**src/verilog/gptmr_defines.vh**
```
`ifndef GPTMR_DEFINES_VH
`define GPTMR_DEFINES_VH
// Register byte offsets
`define GPTMR_OFF_CTRL      4'h0
`define GPTMR_OFF_PERIOD    4'h4
`define GPTMR_OFF_COUNT     4'h8
`define GPTMR_OFF_STATUS    4'hC
// Timer control register fields
`define GPTMR_CTL_ON        15
`define GPTMR_CTL_IDLESTOP  13
`define GPTMR_CTL_GATE      6
`define GPTMR_CTL_PS_HI     5
`define GPTMR_CTL_PS_LO     4
`define GPTMR_CTL_SYNC      2
`define GPTMR_CTL_EXTCLK    1
`define GPTMR_CTL_MASK      16'hA076
// Reset values
`define GPTMR_RST_CTRL      16'h0000
`define GPTMR_RST_PERIOD    16'hFFFF
// Prescale shift per select code: 1, 8, 64, 256
`define GPTMR_PS_LOG1       4'h0
`define GPTMR_PS_LOG8       4'h3
`define GPTMR_PS_LOG64      4'h6
`define GPTMR_PS_LOG256     4'h8
// AXI responses
`define GPTMR_RESP_OKAY     2'b00
`define GPTMR_RESP_SLVERR   2'b10
`endif

```
**src/verilog/gptmr_prescaler.v**
```verilog
`timescale 1ns/1ps
`include "gptmr_defines.vh"
module gptmr_prescaler #(
  parameter WIDTH = 8
) (
  // Clock and reset
  input  wire       sys_clk,
  input  wire       rst_n,
  // Control
  input  wire       clear,
  input  wire [1:0] select,
  input  wire       tick,
  // Output
  output reg        pulse
);
  reg  [WIDTH-1:0] div;
  reg  [3:0]       shiftLog;
  wire [WIDTH-1:0] limit;

  always @* begin
    case (select)
      2'b00:   shiftLog = `GPTMR_PS_LOG1;
      2'b01:   shiftLog = `GPTMR_PS_LOG8;
      2'b10:   shiftLog = `GPTMR_PS_LOG64;
      default: shiftLog = `GPTMR_PS_LOG256;
    endcase
  end

  assign limit = ({{(WIDTH-1){1'b0}}, 1'b1} << shiftLog) - {{(WIDTH-1){1'b0}}, 1'b1};

  always @(posedge sys_clk) begin
    if (!rst_n || clear) begin
      div   <= {WIDTH{1'b0}};
      pulse <= 1'b0;
    end else begin
      pulse <= 1'b0;
      if (tick) begin
        if (div >= limit) begin
          div   <= {WIDTH{1'b0}};
          pulse <= 1'b1;
        end else begin
          div <= div + {{(WIDTH-1){1'b0}}, 1'b1};
        end
      end
    end
  end
endmodule // gptmr_prescaler

```
**src/verilog/gptmr_timer.v**
```verilog
// The register offsets and the AXI4-Lite interface to the registers were decided locally.
`timescale 1ns/1ps
`include "gptmr_defines.vh"
// Overview of operation
// - Timer mode counts each instruction cycle to period, then clears and continues.
// - In idle, timer and synchronous counter halt when idle stop select is one.
// - With idle stop select one, counting resumes from held count after idle.
// - Synchronous counter synchronizes external clock, counts each synchronized rising edge.
// - Both external counter modes count to period, clear to zero, continue.
// - Asynchronous counter counts every external rising edge through the same internal synchronizer as synchronous mode.
// - Asynchronous counter stops during idle when idle stop select is one.
// - Interrupt on period match, or on gate falling edge in gated operation.
module gptmr_timer (
  // Clock and reset
  input  wire        sys_clk,
  input  wire        rst_n,
  // Core signals
  input  wire        instrTick,
  input  wire        cpuIdle,
  // External pins
  input  wire        extClk,
  input  wire        gateIn,
  // AXI4-Lite write address
  input  wire [3:0]  s_axi_awaddr,
  input  wire        s_axi_awvalid,
  output reg         s_axi_awready,
  // AXI4-Lite write data
  input  wire [31:0] s_axi_wdata,
  input  wire [3:0]  s_axi_wstrb,
  input  wire        s_axi_wvalid,
  output reg         s_axi_wready,
  // AXI4-Lite write response
  output reg  [1:0]  s_axi_bresp,
  output reg         s_axi_bvalid,
  input  wire        s_axi_bready,
  // AXI4-Lite read address
  input  wire [3:0]  s_axi_araddr,
  input  wire        s_axi_arvalid,
  output reg         s_axi_arready,
  // AXI4-Lite read data
  output reg  [31:0] s_axi_rdata,
  output reg  [1:0]  s_axi_rresp,
  output reg         s_axi_rvalid,
  input  wire        s_axi_rready,
  // Interrupt
  output reg         irq
);
  reg  [15:0] timerControl;
  reg  [15:0] periodRegister;
  reg  [15:0] count;
  reg         matchFlag;
  reg         gateFlag;
  reg  [2:0]  extSync;
  reg  [1:0]  gateSync;
  reg         gatePrev;
  reg  [3:0]  awAddr;
  reg  [31:0] wData;
  reg  [3:0]  wStrb;
  reg         awHeld;
  reg         wHeld;

  wire [15:0] ctlMask  = `GPTMR_CTL_MASK;
  wire        enabled  = timerControl[`GPTMR_CTL_ON];
  wire        idleStop = timerControl[`GPTMR_CTL_IDLESTOP];
  wire        useExt   = timerControl[`GPTMR_CTL_EXTCLK];
  wire        syncMode = timerControl[`GPTMR_CTL_SYNC];
  wire        gated    = timerControl[`GPTMR_CTL_GATE] && !useExt;
  wire        extRise  = extSync[1] && !extSync[2];
  wire        gateFall = gatePrev && !gateSync[1];
  wire        halted   = cpuIdle && idleStop;
  wire        rawTick  = useExt ? extRise : (instrTick && (!gated || gateSync[1]));
  wire        scaled;
  wire        doWrite  = awHeld && wHeld && !s_axi_bvalid;
  wire        wrCtrl   = doWrite && awAddr == `GPTMR_OFF_CTRL;
  wire        wrPeriod = doWrite && awAddr == `GPTMR_OFF_PERIOD;
  wire        wrCount  = doWrite && awAddr == `GPTMR_OFF_COUNT;
  wire        wrStatus = doWrite && awAddr == `GPTMR_OFF_STATUS;
  wire        matchHit = enabled && !halted && scaled && count == periodRegister;
  wire        gateHit  = enabled && gated && gateFall;

  // Prescaler also frozen by idle so resumption continues from held state
  gptmr_prescaler #(
    .WIDTH (8)
  ) u_prescaler (
    .sys_clk (sys_clk),
    .rst_n   (rst_n),
    .clear   (!enabled),
    .select  (timerControl[`GPTMR_CTL_PS_HI:`GPTMR_CTL_PS_LO]),
    .tick    (rawTick && enabled && !halted),
    .pulse   (scaled)
  );

  // Pins pass two flops first; async mode shares this path, being single-clock
  always @(posedge sys_clk) begin
    if (!rst_n) begin
      extSync  <= 3'b000;
      gateSync <= 2'b00;
      gatePrev <= 1'b0;
    end else begin
      extSync  <= {extSync[1:0], extClk};
      gateSync <= {gateSync[0], gateIn};
      gatePrev <= gateSync[1];
    end
  end

  // Pulse lags prescaler tick by one cycle; halt checked on the pulse
  always @(posedge sys_clk) begin
    if (!rst_n) begin
      count <= 16'h0000;
    end else if (wrCount && wStrb[1:0] == 2'b11) begin
      count <= wData[15:0];
    end else if (enabled && !halted && scaled) begin
      if (count == periodRegister)
        count <= 16'h0000;
      else
        count <= count + 16'h0001;
    end
  end

  // Set wins over clear; write one clears
  always @(posedge sys_clk) begin
    if (!rst_n) begin
      matchFlag <= 1'b0;
      gateFlag  <= 1'b0;
      irq       <= 1'b0;
    end else begin
      matchFlag <= matchHit | (matchFlag & ~(wrStatus & wStrb[0] & wData[0]));
      gateFlag  <= gateHit | (gateFlag & ~(wrStatus & wStrb[0] & wData[1]));
      irq       <= matchHit | gateHit | matchFlag | gateFlag;
    end
  end

  always @(posedge sys_clk) begin
    if (!rst_n) begin
      timerControl   <= `GPTMR_RST_CTRL;
      periodRegister <= `GPTMR_RST_PERIOD;
    end else begin
      if (wrCtrl) begin
        if (wStrb[0])
          timerControl[7:0] <= wData[7:0] & ctlMask[7:0];
        if (wStrb[1])
          timerControl[15:8] <= wData[15:8] & ctlMask[15:8];
      end
      if (wrPeriod) begin
        if (wStrb[0])
          periodRegister[7:0] <= wData[7:0];
        if (wStrb[1])
          periodRegister[15:8] <= wData[15:8];
      end
    end
  end

  // Write channel: address and data taken in either order
  always @(posedge sys_clk) begin
    if (!rst_n) begin
      awHeld        <= 1'b0;
      wHeld         <= 1'b0;
      awAddr        <= 4'h0;
      wData         <= 32'h00000000;
      wStrb         <= 4'h0;
      s_axi_awready <= 1'b0;
      s_axi_wready  <= 1'b0;
      s_axi_bvalid  <= 1'b0;
      s_axi_bresp   <= `GPTMR_RESP_OKAY;
    end else begin
      s_axi_awready <= !awHeld && !s_axi_awready && s_axi_awvalid;
      s_axi_wready  <= !wHeld && !s_axi_wready && s_axi_wvalid;
      if (s_axi_awready && s_axi_awvalid) begin
        awHeld <= 1'b1;
        awAddr <= {s_axi_awaddr[3:2], 2'b00};
      end
      if (s_axi_wready && s_axi_wvalid) begin
        wHeld <= 1'b1;
        wData <= s_axi_wdata;
        wStrb <= s_axi_wstrb;
      end
      if (doWrite) begin
        awHeld       <= 1'b0;
        wHeld        <= 1'b0;
        s_axi_bvalid <= 1'b1;
        s_axi_bresp  <= `GPTMR_RESP_OKAY;
      end else if (s_axi_bvalid && s_axi_bready) begin
        s_axi_bvalid <= 1'b0;
      end
    end
  end

  // Read channel; every word-aligned offset in the 16-byte window is mapped
  always @(posedge sys_clk) begin
    if (!rst_n) begin
      s_axi_arready <= 1'b0;
      s_axi_rvalid  <= 1'b0;
      s_axi_rdata   <= 32'h00000000;
      s_axi_rresp   <= `GPTMR_RESP_OKAY;
    end else begin
      s_axi_arready <= !s_axi_arready && !s_axi_rvalid && s_axi_arvalid;
      if (s_axi_arready && s_axi_arvalid) begin
        s_axi_rvalid <= 1'b1;
        s_axi_rresp  <= `GPTMR_RESP_OKAY;
        case ({s_axi_araddr[3:2], 2'b00})
          `GPTMR_OFF_CTRL:   s_axi_rdata <= {16'h0000, timerControl};
          `GPTMR_OFF_PERIOD: s_axi_rdata <= {16'h0000, periodRegister};
          `GPTMR_OFF_COUNT:  s_axi_rdata <= {16'h0000, count};
          default:           s_axi_rdata <= {30'h00000000, gateFlag, matchFlag};
        endcase
      end else if (s_axi_rvalid && s_axi_rready) begin
        s_axi_rvalid <= 1'b0;
      end
    end
  end
endmodule // gptmr_timer

```
**config.mk**
```make
export PLATFORM = sky130hd
export DESIGN_NAME = gptmr_timer
export DESIGN_NICKNAME = d
export VERILOG_FILES = /design/src/verilog/gptmr_prescaler.v /design/src/verilog/gptmr_timer.v
export VERILOG_INCLUDE_DIRS = /design/src /design/src/verilog
export SDC_FILE = /design/constraint.sdc
export NUM_CORES = 1
export LEC_CHECK = 0
export BUFFER_PORTS_ARGS = -buffer_cell sky130_fd_sc_hd__buf_2
export CORE_AREA = 10 10 107 118
export CTS_BUF_LIST = sky130_fd_sc_hd__clkbuf_16
export DETAILED_ROUTE_END_ITERATION = 10
export DIE_AREA = 0 0 117 128
export PLACE_DENSITY = 0.82
export SLEW_MARGIN = 10
export SYNTH_ARGS = -nofsm -noshare
export SYNTH_HDL_FRONTEND = slang
export SYNTH_SLANG_ARGS = --single-unit
```
**constraint.sdc**
```tcl
create_clock -name sys_clk -period 2.5 [get_ports sys_clk]
set_clock_uncertainty 0.15 [all_clocks]
set_input_delay 0.375 -clock sys_clk [delete_from_list [all_inputs] [get_ports sys_clk]]
set_output_delay 0.375 -clock sys_clk [all_outputs]
set_load 0.02 [all_outputs]
```
### Word-level counts from Yosys, hierarchy flattened

Cells that the tools add are included.

| storage, ports and cells | value |
|---|---|
| bits in registers | 116 |
| bits in latches | 0 |
| memory bits (writable) | 0 |
| bits in read-only memories | 0 |
| bits of input ports | 55 |
| output and inout port bits | 42 |
| logic and storage cells | 122 |
| memories kept | 0 |

| operators by class | value |
|---|---|
| add/subtract/negate cells | 3 |
| $mul | 0 |
| divide/modulo/power cells | 0 |
| order comparisons | 1 |
| eq/ne operators | 9 |
| shifts and indexed selects | 1 |
| mux-type cells | 12 |
| bitwise logic cells | 14 |
| reductions and logical operators | 58 |

Operator list:

| operator | count |
|---|---|
| $mux 16 | 3 |
| $pmux 16 s3 | 1 |
| $logic_and 1x1->1 | 30 |
| $add 16x1->16 const B | 1 |
| $eq 16x16->1 | 1 |
| $logic_not 1->1 | 14 |
| $pmux 4 s3 | 1 |
| $eq 2x2->1 const B | 5 |
| $add 8x1->8 const B | 1 |
| $ge 8x8->1 | 1 |
| $mux 8 | 1 |
| $reduce_and 2->1 | 4 |
| $shl 1x4->8 const A | 1 |
| $sub 8x1->8 const B | 1 |
| $eq 2x1->1 const B | 3 |
| $mux 1 | 6 |
| $reduce_bool 2->1 | 3 |
| $and 1x1->1 | 5 |
| $or 1x1->1 | 5 |
| $logic_not 2->1 | 2 |
| $logic_not 4->1 | 1 |
| $not 1->1 | 4 |
| $reduce_or 2->1 | 2 |
| $logic_or 1x1->1 | 2 |

### Depth between registers and ports, before layout

Gate-level depths: netlist of the first run.

| depth | value |
|---|---|
| depth in word-level cells | 10 |
| depth in mapped cells | 11 |
| mapped depth without buffers | 10 |

### By module

From an unflattened synthesis of the first run, not the netlist that was laid out.

| second synthesis, totals | value |
|---|---|
| cell total of the unflattened synthesis | 601 |
| area total of the unflattened synthesis | 5036.1 sq um |

Modules (own cells, without submodules):

| module | instances | cells each | area each (sq um) | sequential area each (sq um) |
|---|---|---|---|---|
| gptmr_timer | 1 | 524 | 4301.6 | 1821.7 |
| gptmr_prescaler | 1 | 77 | 734.5 | 180.2 |

### Worst setup path before layout of the first run

OpenSTA, ideal clock, no wires.

| path | value |
|---|---|
| kind | register -> register |
| start point | register timerControl[4] |
| end point | register u_prescaler.pulse |
| arrival | 2.190 ns |
| required time | 2.234 ns |
| path slack | 0.044 ns |
| stages on the path, launching flop included | 12 |
| buffers on the path | 1 |
| cells stage by stage | dfxtp_1 -> inv_1 -> ha_1 -> nand2b_1 -> xnor2_1 -> nor2_1 -> ha_1 -> a21o_1 -> a21o_1 -> a221o_1 -> buf_6 -> and4_1 |

| on the way | value |
|---|---|
| word-level cells in the longest chain between the ends | 6 |
| elaborated cells between the ends (all ways) | 8 |

Ends and longest elaborated chain:

| what | RTL line | source |
|---|---|---|
| from (decl) | gptmr_timer.v:48 | `reg [15:0] timerControl;` |
| from (signal assigned) | gptmr_timer.v:135 | `` timerControl <= `GPTMR_RST_CTRL; `` |
| from (signal assigned) | gptmr_timer.v:140 | `timerControl[7:0] <= wData[7:0] & ctlMask[7:0];` |
| $eq 2x2->1 (tied with other cells) | gptmr_prescaler.v:21 | `case (select)` |
| $pmux 4 s3 (*) | gptmr_prescaler.v:21 |  |
| $shl 1x4->8 (*) | gptmr_prescaler.v:29 | `assign limit = ({{(WIDTH-1){1'b0}}, 1'b1} << shiftLog) - {{(WIDTH-1){1'b0}}, 1'b1};` |
| $sub 8x1->8 (*) | gptmr_prescaler.v:29 |  |
| $ge 8x8->1 (*) | gptmr_prescaler.v:38 | `if (div >= limit) begin` |
| $mux 1 (*) | gptmr_prescaler.v:38 |  |
| to (signal assigned) | gptmr_prescaler.v:34 | `pulse <= 1'b0;` |
| to (signal assigned) | gptmr_prescaler.v:36 | `pulse <= 1'b0;` |
| to (signal assigned) | gptmr_prescaler.v:40 | `pulse <= 1'b1;` |
| to (decl) | gptmr_prescaler.v:14 | `output reg pulse` |

Every way passes the cells marked *; elsewhere a longest branch is shown, timed or not.
A chain may end at the register's enable or synchronous reset.

### Worst setup path in the final report of the first run

| path | value |
|---|---|
| start point | register timerControl[5] |
| end point | register u_prescaler.div[4] |

| on the way | value |
|---|---|
| word-level cells in the longest chain between the ends | 6 |
| elaborated cells between the ends (all ways) | 8 |

Ends and longest elaborated chain:

| what | RTL line | source |
|---|---|---|
| $eq 2x2->1 (tied with other cells) | gptmr_prescaler.v:21 |  |
| $pmux 4 s3 (*) | gptmr_prescaler.v:21 |  |
| $shl 1x4->8 (*) | gptmr_prescaler.v:29 |  |
| $sub 8x1->8 (*) | gptmr_prescaler.v:29 |  |
| $ge 8x8->1 (*) | gptmr_prescaler.v:38 |  |
| $mux 8 (*) | gptmr_prescaler.v:38 |  |
| to (signal assigned) | gptmr_prescaler.v:33 | `div <= {WIDTH{1'b0}};` |
| to (signal assigned) | gptmr_prescaler.v:39 | `div <= {WIDTH{1'b0}};` |
| to (signal assigned) | gptmr_prescaler.v:42 | `div <= div + {{(WIDTH-1){1'b0}}, 1'b1};` |
| to (decl) | gptmr_prescaler.v:16 | `reg [WIDTH-1:0] div;` |

Marked as above.

==> run_results.csv, run 1 <==
group,metric,value,unit
synthesis,syn_area,4965,um2
layout,drive_gt1_share,18.92,%
floorplanning,start_util,48.45,%
synthesis,ys_types,62,
setup_path,startpoint_type,"flop",
floorplanning,row_count,39,
drt,via_count,4112,
setup_path,crit_buf_inv,3,
power_and_ir_drop,cellLeakagePower,2.301,nW
power_and_ir_drop,pwr_density_cell,588.2,nW/um2
synthesis,synth_compound_area_share,14.04,%
synthesis,synthMuxAreaShare,6.754,%
synthesis,ys_seq_elements,100,
synthesis,synth_top_family_by_area,"simple AND/OR/NAND/NOR gates",
placed_design,gp_congestion,0.9149,
clock_network,clock-root-buffer,"clkbuf_16",
clock_network,numCtsBuffers,9,
clock_network,cts.reportedPaths.clkPinSlew,70,ps
timing,fmax,402.6,MHz
setup_path,max_stage_delay,380,ps
floorplanning,dieWidth,117,um
drt,drcViolationCount,0,
setup_path,cp_slowest_cell,"a221o_1",
floorplanning,ios,97,
layout,final_common_cell,"dfxtp_1",
power_and_ir_drop,ir_worst_vdd,0.2785,mV
setup_path,reg2reg_depth,10,
grt,grt_max_degree,27,
setup_path,critPathCaptureType,"flop",
layout,multi_input_area,2721,um2
synthesis,synth_top_area_share,40.32,%
grt,grt_pass1_vias,4018,
synthesis,synthFlopType,"dfxtp_1",
setup_path,startpoint,"timerControl[5]",
setup_path,setup.worst_path.end,"u_prescaler.div[4]",
synthesis,synth_top_area_cell,"dfxtp_1",
timing,relSlewSlack,35.98,%
synthesis,synth_xor_area_share,5.822,%
clock_network,clock-sinks,100,
synthesis,synth_edf_count,0,
timing,holdWs,74.90,ps
layout,syn_to_final_growth,13.03,%
timing,min_period_over_period,99.35,%
setup_path,crit_required,2620,ps
layout,regArea,2004,um2
synthesis,syn_inst,560,
synthesis,yosysSeqAreaShare,40.32,%
flow_run,maxCapViolCount,0,
placed_design,pre_cts_slack,-28.19,ps
setup_path,critPathTopFamily,"compound AO/OA/AOI/OAI gates",
drt,ant_nets,0,
synthesis,synth_warnings,0,
placed_design,place.detailed.hpwl,8855,um
floorplanning,core,10250,um2
timing,rsz0062_at_grt,"true",
setup_path,crit_fanout,8,
layout,nets,679,
synthesis,synth_area_per_cell,8.866,um2
setup_path,worstPathCellList,"inv_4, ha_4, inv_1, ha_1, nand2b_1, a21o_1, a211o_1, a221o_1, buf_6, a211oi_2",
clock_network,clockBufferDepth,2,
timing,final-setup-viol-count,0,
hold_path,hold_class,"input port to flop",
drt,routed_wl,11890,um
placed_design,post_dp_cell_area,5249,um2
layout,layout_common_cells,"dfxtp_1 (98), nand2_1 (87), buf_2 (54)",
synthesis,synth-adder-area-share,4.032,%
clock_network,h-tree-depth,3,
drt,wl_per_cell,16.16,um
drt,vias_per_cell,5.587,
timing,worst_pin_slew,958.3,ps
floorplanning,dieArea,14980,um2
synthesis,synthTopCellsByArea,"dfxtp_1 (40%), nand2_1 (6.6%), mux2i_1 (5.8%)",
drt,dr.pass1.iters,5,
grt,gr-usage-all-layers,16.05,%
timing,final_hold_viol_count,0,
placed_design,numPortBuffers,54,
layout,fin_area,5612,um2
layout,antennaDiodeCount,0,
grt,antenna_found_initial,0,
power_and_ir_drop,power,0.003301,W
synthesis,async_reset_ff_share,0,%
clock_network,cts_tree,"built",
grt,grt_pass1_wl,19550,um
setup_path,worstPathArrival,2610,ps
placed_design,placedCellCount,718,
setup_path,r2r_end,"u_prescaler.div[4]",
clock_network,hold_buffers,0,
grt,grt_overflow_total,0,
status,run_status,"completed",
setup_path,r2r_start,"timerControl[5]",
layout,fill_cells,924,
setup_path,cp.depth,10,
setup_path,regToRegSetupSlack,20,ps
timing,layout_setup_ws,16.23,ps
timing,drv_slew,0,
drt,drt-initial-drc-count,398,
setup_path,crit_type,"flop to flop",
clock_network,clock_latency,350,ps
timing,period_minus_slack,2484,ps
floorplanning,die_h,128,um
synthesis,synth-simple-area-share,21.90,%
layout,fin_cells,736,
==> routing by layer <==
layer	track usage (%)	share of wire, %
met5	0	0
met4	6.550	1.7
met3	3.418	7.3
met2	26.20	48
met1	19.97	43
==> logic make-up (layout without fill, tap and decap cells) <==
kind of cell             count (synthesis)  in the layout
AO/OA/AOI/OAI                           92             92
AND/OR/NAND/NOR                        224            224
adder cells (fa/ha/maj)                 16             16
XOR/XNOR                                33             33
other                                    1             20
flip-flops                             100            100
buffers and inverters                   62             96
multiplexers                            32             32
==> registers in the layout (all words and copies together) (netlist names), 2 cells and up <==
name	flops
u_prescaler.div	8
awAddr	2
s_axi_rdata	16
wStrb	2
wData	16
gateSync	2
extSync	3
periodRegister	16
timerControl	7
count	16
==> how the worst min path moves through the flow <==
stage | from | to | slack (ps) | cells after the start
after floorplan | extSync[0] | extSync[1] | 260 | 1
after CTS | extClk | extSync[0] | 70 | 2
after global routing | extClk | extSync[0] | 80 | 2
after detailed placement | gateSync[0] | gateSync[1] | 270 | 1
after global placement | extSync[0] | extSync[1] | 270 | 1
final | extClk | extSync[0] | 70 | 2
==> synth_stat cells, types with 2 or more instances <==
cell        n
nand2b_1    6
o21ai_0     6
nor4_1      4
clkbuf_1   17
and4_1      3
buf_4      21
xor2_1     31
nor2b_1     4
o21ai_1     4
a21oi_1    30
a211oi_2    8
buf_6       4
a31oi_1     4
a22oi_1     3
buf_2       6
mux2_2      2
nor4_2      2
nand3_1    17
a32oi_1     2
and2_1     12
nor4b_1     2
a221oi_1    9
a21o_1      3
o211ai_1    3
buf_1       2
mux2i_1    29
nor2_1     39
and3_1      3
dfxtp_1   100
nor2_2      2
ha_1       16
nor3_1     22
nand4_1    12
nand3_2     2
a211oi_1    6
xnor2_1     2
nand2_1    87
inv_1      11
==> through the flow <==
stage               setup TNS (ps)  utilization, %
floorplan                        0               -
global placement                 0           51.22
detailed placement          -171.6           51.22
CTS                              0           54.36
global route                -202.6           54.76
finish                           0           54.76
==> power breakdown <==
part / internal (W) / switching (W) / leakage [nW]
Clock: 0.000781 / 0.000621 / 0.148
Sequential: 0.00163 / 0.0000342 / 0.812
Combinational: 0.0000806 / 0.000153 / 1.34
Total: 0.00249 / 0.000808 / 2.30
==> what timing repair did <==
action,in CTS,in global routing
endpoints found under the setup margin,8,8
pin swaps,3,9
gates resized for setup,7,5
setup buffers,0,2
==> layout make-up <==
cell class	count	area share (%)
sequential	100	35.72
tap	123	2.742
multi-input combinational	417	48.50
clock buffer	9	4.013
clock inverter	7	1.315
timing repair buffer	69	6.890
inverter	11	0.8250
==> worst reg2reg max path, stage by stage, from the launching register on <==
cell	delay, ps
dfxtp_2	340
inv_4	80
ha_4	140
inv_1	50
ha_1	260
nand2b_1	160
a21o_1	200
a211o_1	300
a221o_1	380
buf_6	160
a211oi_2	200
Power figures use the tool's default switching activity.
==> run 2, diff against run 1 <==
--- a/config.mk
+++ b/config.mk
@@ -8,7 +8,8 @@
 export LEC_CHECK = 0
+export ABC_AREA = 1
 export BUFFER_PORTS_ARGS = -buffer_cell sky130_fd_sc_hd__buf_2
-export CORE_AREA = 10 10 107 118
+export CORE_AREA = 10 10 109 120
 export CTS_BUF_LIST = sky130_fd_sc_hd__clkbuf_16
 export DETAILED_ROUTE_END_ITERATION = 10
-export DIE_AREA = 0 0 117 128
+export DIE_AREA = 0 0 119 130
 export PLACE_DENSITY = 0.82
==> constraint.sdc (replaced) <==
create_clock -name sys_clk -period 2.5 [get_ports sys_clk]
set_clock_uncertainty 0.15 [all_clocks]
set_input_delay 0.125 -clock sys_clk [delete_from_list [all_inputs] [get_ports sys_clk]]
set_output_delay 0.125 -clock sys_clk [all_outputs]
set_load 0.02 [all_outputs]
==> run_results.csv, run 2 <==
group,metric,value,unit
synthesis,syn_area,5196,um2
setup_path,cp.depth,14,
setup_path,setup.worst_path.end,"u_prescaler.div[5]",
clock_network,cts_tree,"built",
setup_path,worstPathArrival,2330,ps
synthesis,synth_top_area_cell,"dfxtp_1",
grt,gr-usage-all-layers,17.07,%
setup_path,crit_fanout,6,
synthesis,ys_types,38,
floorplanning,core,10710,um2
setup_path,crit_type,"flop to flop",
drt,dr.pass1.iters,5,
synthesis,synth_edf_count,0,
floorplanning,dieWidth,119,um
clock_network,cts.reportedPaths.clkPinSlew,70,ps
floorplanning,ios,97,
setup_path,cp_slowest_cell,"dfxtp_1",
setup_path,startpoint_type,"flop",
hold_path,hold_path_depth,5,
setup_path,regToRegSetupSlack,260,ps
timing,final-setup-viol-count,0,
synthesis,synthTopCellsByArea,"dfxtp_1 (39%), nand2_1 (11%), inv_1 (8.4%)",
synthesis,synth_top_area_share,38.53,%
setup_path,crit_buf_inv,2,
drt,drcViolationCount,0,
placed_design,gp_congestion,0.8787,
power_and_ir_drop,cellLeakagePower,2.768,nW
layout,final_common_cell,"nand2_1",
placed_design,placedCellCount,910,
setup_path,critPathTopFamily,"simple AND/OR/NAND/NOR gates",
synthesis,async_reset_ff_share,0,%
setup_path,startpoint,"timerControl[4]",
power_and_ir_drop,power,0.003258,W
synthesis,yosysSeqAreaShare,38.53,%
clock_network,numCtsBuffers,9,
layout,antennaDiodeCount,0,
timing,rsz0062_at_grt,"false",
synthesis,synthFlopType,"dfxtp_1",
setup_path,crit_required,2590,ps
drt,ant_nets,0,
synthesis,yosysMostFrequentCell,"nand2_1",
drt,drt-initial-drc-count,370,
grt,grt_pass1_vias,4625,
layout,nets,875,
clock_network,cts_setup_buffers,0,
timing,min_period_over_period,89.48,%
synthesis,synth_commonest_cells,"nand2_1 (157), inv_1 (116), dfxtp_1 (100)",
clock_network,clockBufferDepth,2,
floorplanning,dieArea,15470,um2
setup_path,r2r_end,"u_prescaler.div[5]",
layout,fill_cells,1040,
layout,drive_gt1_share,12.39,%
timing,final_hold_viol_count,0,
placed_design,numPortBuffers,54,
clock_network,clock-root-buffer,"clkbuf_16",
setup_path,cp_common_cell,"nand2_1",
grt,grt_pass1_wl,22130,um
timing,worst_pin_slew,693.3,ps
setup_path,critPathCaptureType,"flop",
setup_path,r2r_start,"timerControl[4]",
synthesis,ys_seq_elements,100,
setup_path,worstPathCellList,"inv_1, ha_1, inv_1, nand2_1, o21ai_0, a21oi_1, ha_1, nand2_1, nor2_1, nand2_1, nand2_1, nand2_1, nand2_2, nor2_1",
drt,vias_per_cell,5.093,
synthesis,synth_area_per_cell,7.118,um2
layout,layout_common_cells,"nand2_1 (156), inv_1 (117), dfxtp_1 (99)",
placed_design,place.detailed.hpwl,9314,um
layout,fin_cells,954,
timing,relSlewSlack,53.67,%
floorplanning,start_util,48.52,%
timing,period_minus_slack,2237,ps
drt,routed_wl,13080,um
floorplanning,die_h,130,um
status,run_status,"completed",
setup_path,reg2reg_depth,14,
grt,grt_max_degree,29,
grt,grt_overflow_total,0,
grt,antenna_found_initial,0,
power_and_ir_drop,pwr_density_cell,537.5,nW/um2
timing,fmax,447.0,MHz
timing,final.setup.tns,0,ps
setup_path,max_stage_delay,360,ps
power_and_ir_drop,ir_worst_vdd,0.2636,mV
floorplanning,row_count,40,
clock_network,h-tree-depth,3,
timing,drv_slew,0,
drt,wl_per_cell,13.71,um
drt,via_count,4859,
hold_path,hold_class,"input port to flop",
flow_run,maxCapViolCount,0,
synthesis,syn_inst,730,
synthesis,synth_warnings,0,
layout,syn_to_final_growth,16.66,%
clock_network,clock-sinks,100,
clock_network,clock_latency,350,ps
[run 2: cell types whose count changed after synthesis, sizes merged, moves of 12 or more]
cell,change
and2,-12
nand2,+71
xor2,-23
o21ai,+38
a211oi,-14
mux2i,-29
inv,+109
o22ai,+22
o211ai,+12
a21oi,+39
[run 2: cell type report]
cell class	count	area (um2)	share of cell area [%]
clock inverter	5	55.05	0.9082
multi-input combinational	481	2514	41.47
sequential	100	2003	33.04
clock buffer	9	225.2	3.715
inverter	120	450.4	7.430
tap	147	183.9	3.034
timing repair buffer	92	630.6	10.40
[run 2: timing repair]
item | CTS | global route
hold buffers | 29 | 1
hold endpoints to repair | 33 | 1
endpoints found under the setup margin | 0 | 5
gates resized for setup | 0 | 2
[run 2: power by group]
| group | total, W | internal (W) | switching (W) |
|---|---|---|---|
| Sequential | 0.00165 | 0.00163 | 0.0000175 |
| Combinational | 0.000255 | 0.0000921 | 0.000163 |
| Clock | 0.00136 | 0.000763 | 0.000594 |
[run 2: logic make-up after synthesis]
| logic type | share of synthesized area (%) |
|---|---|
| AND/OR/NAND/NOR | 22.23 |
| AO/OA/AOI/OAI | 19.46 |
| buffers and inverters | 14.52 |
| flip-flops | 38.53 |
| adder cells (fa/ha/maj) | 3.853 |
| XOR/XNOR | 1.348 |
| other | 0.07217 |
[run 2: worst min-delay path by stage]
stage | slack, ps | startpoint | to
2_1_floorplan | 70 | extClk | extSync[0]
3_3_place_gp | 160 | extClk | extSync[0]
3_5_place_dp | 160 | gateIn | gateSync[0]
4_1_cts | 10 | s_axi_wdata[5] | wData[5]
5_1_grt | 120 | s_axi_araddr[3] | s_axi_rdata[1]
6_report | 70 | s_axi_araddr[2] | s_axi_rdata[1]
[run 2: routing by layer]
layer  vias to the layer above  global-route usage [%]  part of all wire, %
li1                       2489                       -                    -
met4                         0                   6.614                  2.3
met5                         -                       0                    0
met1                      2196                   20.64                   43
met2                       148                   29.18                   48
met3                        26                   3.587                  6.0
[run 2: metrics by stage]
step	setup slack (ps)	instance area, um2	util (%)	hold WS, ps
after global routing	48.73	6062	56.60	117.1
after detailed placement	210.7	5478	51.14	164.6
after floorplan	445.0	5268	-	72.63
final	263.0	6062	56.60	73.87
after global placement	264.0	5478	51.14	163.2
after CTS	200.6	6048	56.47	14.25
[run 2: worst register-to-register path, stage by stage (launching register included)]
cell and delay (ps):
dfxtp_1 360, inv_1 120, ha_1 300, inv_1 80
nand2_1 70, o21ai_0 160, a21oi_1 60, ha_1 270
nand2_1 50, nor2_1 80, nand2_1 100, nand2_1 70
nand2_1 70, nand2_2 130, nor2_1 60
==> run 3, diff against run 2 <==
Settings changed: BUFFER_PORTS_ARGS -buffer_cell sky130_fd_sc_hd__buf_2 to unset, CORE_AREA 10 10 109 120 to 10 10 107 118, DIE_AREA 0 0 119 130 to 0 0 117 128, DONT_BUFFER_PORTS set to 1, PLACE_DENSITY 0.82 to 0.76.
==> run_results.csv, run 3 (synthesis results as in run 2) <==
group,metric,value,unit
timing,min_period_over_period,91.61,%
timing,worst_pin_slew,664.1,ps
status,run_status,"completed",
setup_path,startpoint_type,"flop",
setup_path,cp_slowest_cell,"dfxtp_1",
drt,dr.pass1.iters,5,
timing,final-setup-viol-count,0,
power_and_ir_drop,power.internal,0.002577,W
floorplanning,dieArea,14980,um2
placed_design,numPortBuffers,0,
setup_path,critPathCaptureType,"flop",
clock_network,numCtsBuffers,9,
floorplanning,ios,97,
layout,fin_area,5806,um2
timing,period_minus_slack,2290,ps
layout,nets,819,
grt,grt_pass1_wl,22070,um
setup_path,worstPathArrival,2420,ps
drt,routed_wl,13290,um
flow_run,maxCapViolCount,0,
clock_network,h-tree-depth,3,
power_and_ir_drop,combPwrFrac,5.9,%
timing,rsz0062_at_grt,"false",
floorplanning,dieWidth,117,um
placed_design,post_dp_cell_area,5147,um2
grt,grt_overflow_total,0,
setup_path,crit_type,"flop to flop",
clock_network,clock-root-buffer,"clkbuf_16",
power_and_ir_drop,swShare,24.07,%
layout,drive_gt1_share,6.109,%
clock_network,clock_latency,350,ps
setup_path,max_stage_delay,410,ps
layout,fin_cells,876,
grt,grt_pass1_vias,4546,
placed_design,placedCellCount,828,
clock_network,cts.reportedPaths.clkPinSlew,70,ps
floorplanning,die_h,128,um
grt,gr-usage-all-layers,18.23,%
placed_design,gp_congestion,0.9010,
grt,antenna_found_initial,0,
setup_path,worstPathCellList,"inv_1, ha_1, inv_1, nand2_1, o21ai_0, a21oi_1, ha_1, a21oi_1, o21a_1, nand2_1, nand2_1, nand2_2, a21oi_1",
layout,syn_to_final_growth,11.73,%
floorplanning,core,10250,um2
placed_design,place.detailed.hpwl,9416,um
power_and_ir_drop,seq_power_share,49.0,%
floorplanning,row_count,39,
drt,vias_per_cell,5.484,
power_and_ir_drop,p_sw,0.0008171,W
hold_path,hold_class,"input port to flop",
grt,grt_max_degree,64,
power_and_ir_drop,power,0.003394,W
layout,layout_common_cells,"nand2_1 (156), inv_1 (116), dfxtp_1 (100)",
drt,ant_nets,0,
power_and_ir_drop,cellLeakagePower,2.521,nW
power_and_ir_drop,pwr_density_cell,584.6,nW/um2
timing,fmax,436.6,MHz
drt,wl_per_cell,15.18,um
clock_network,clock-sinks,100,
layout,final_common_cell,"nand2_1",
power_and_ir_drop,p_clk_share,45.0,%
power_and_ir_drop,ir_worst_vdd,0.3325,mV
timing,final_hold_viol_count,0,
clock_network,cts_tree,"built",
timing,relSlewSlack,55.62,%
clock_network,clockBufferDepth,2,
drt,via_count,4804,
setup_path,crit_fanout,6,
drt,drcViolationCount,0,
timing,drv_slew,0,
setup_path,crit_required,2630,ps
layout,antennaDiodeCount,0,
floorplanning,start_util,50.71,%
timing,final.setup.tns,0,ps
drt,drt-initial-drc-count,329,
clock_network,cts_setup_buffers,0,
## run 3: final cells by class
cell class | instances | area [um2]
Clock buffer | 9 | 225.2
Fill cell | 948 | 4442
Sequential cell | 100 | 2002
Timing Repair Buffer | 36 | 360.3
Clock inverter | 7 | 100.1
Inverter | 120 | 450.4
Multi-Input combinational cell | 481 | 2514
Tap cell | 123 | 153.9
## run 3: timing repair
item	4_1_cts	5_1_grt
setup endpoints to repair	0	6
hold endpoints to repair	71	0
hold buffers	32	0
gates resized for setup	0	1
## run 3: through the flow
stage | hold WS, ps | util [%] | worst slack (ps)
global placement | 77.68 | 50.23 | 271.8
global route | 67.96 | 56.65 | 30.99
floorplan | 72.63 | - | 445.0
detailed placement | 79.71 | 50.23 | 199.1
finish | 46.67 | 56.65 | 209.7
CTS | 20.42 | 56.63 | 182.4
## run 3: worst paths after layout
check                                startpoint                  to  slack (ps)  cells past startpoint
worst min-delay path                    cpuIdle  u_prescaler.div[0]          50                      5
worst max register to register  timerControl[5]  u_prescaler.div[0]         210                     13
worst max-delay path            timerControl[5]  u_prescaler.div[0]         210                     13
worst min register to register       extSync[0]          extSync[1]         280                      2
## run 3: worst max-delay path, delay by kind of cell (launching register included)
family,cells,cell delay [ps]
simple gates,4,330
compound gates,5,650
fa+ha+maj,2,460
flops,1,410
buf+inv,2,210
## run 3: power by group through the flow
stage	Combinational, W	Sequential (W)	Clock, W
final	0.000201	0.00166	0.00153
after global placement	0.000133	0.00170	0
after CTS	0.000197	0.00167	0.00155
after global routing	0.000224	0.00167	0.00162
after floorplan	0.000151	0.00169	0
after detailed placement	0.000137	0.00170	0
## run 3: routing by layer
layer	vias to the layer above	part of all wire (%)	global-route usage, %	routed length, um
met1	2239	43	22.28	5683
li1	2383	-	-	-
met4	0	1.7	7.132	224
met3	17	7.1	3.933	947
met2	165	48	30.37	6438
met5	-	0	0	0
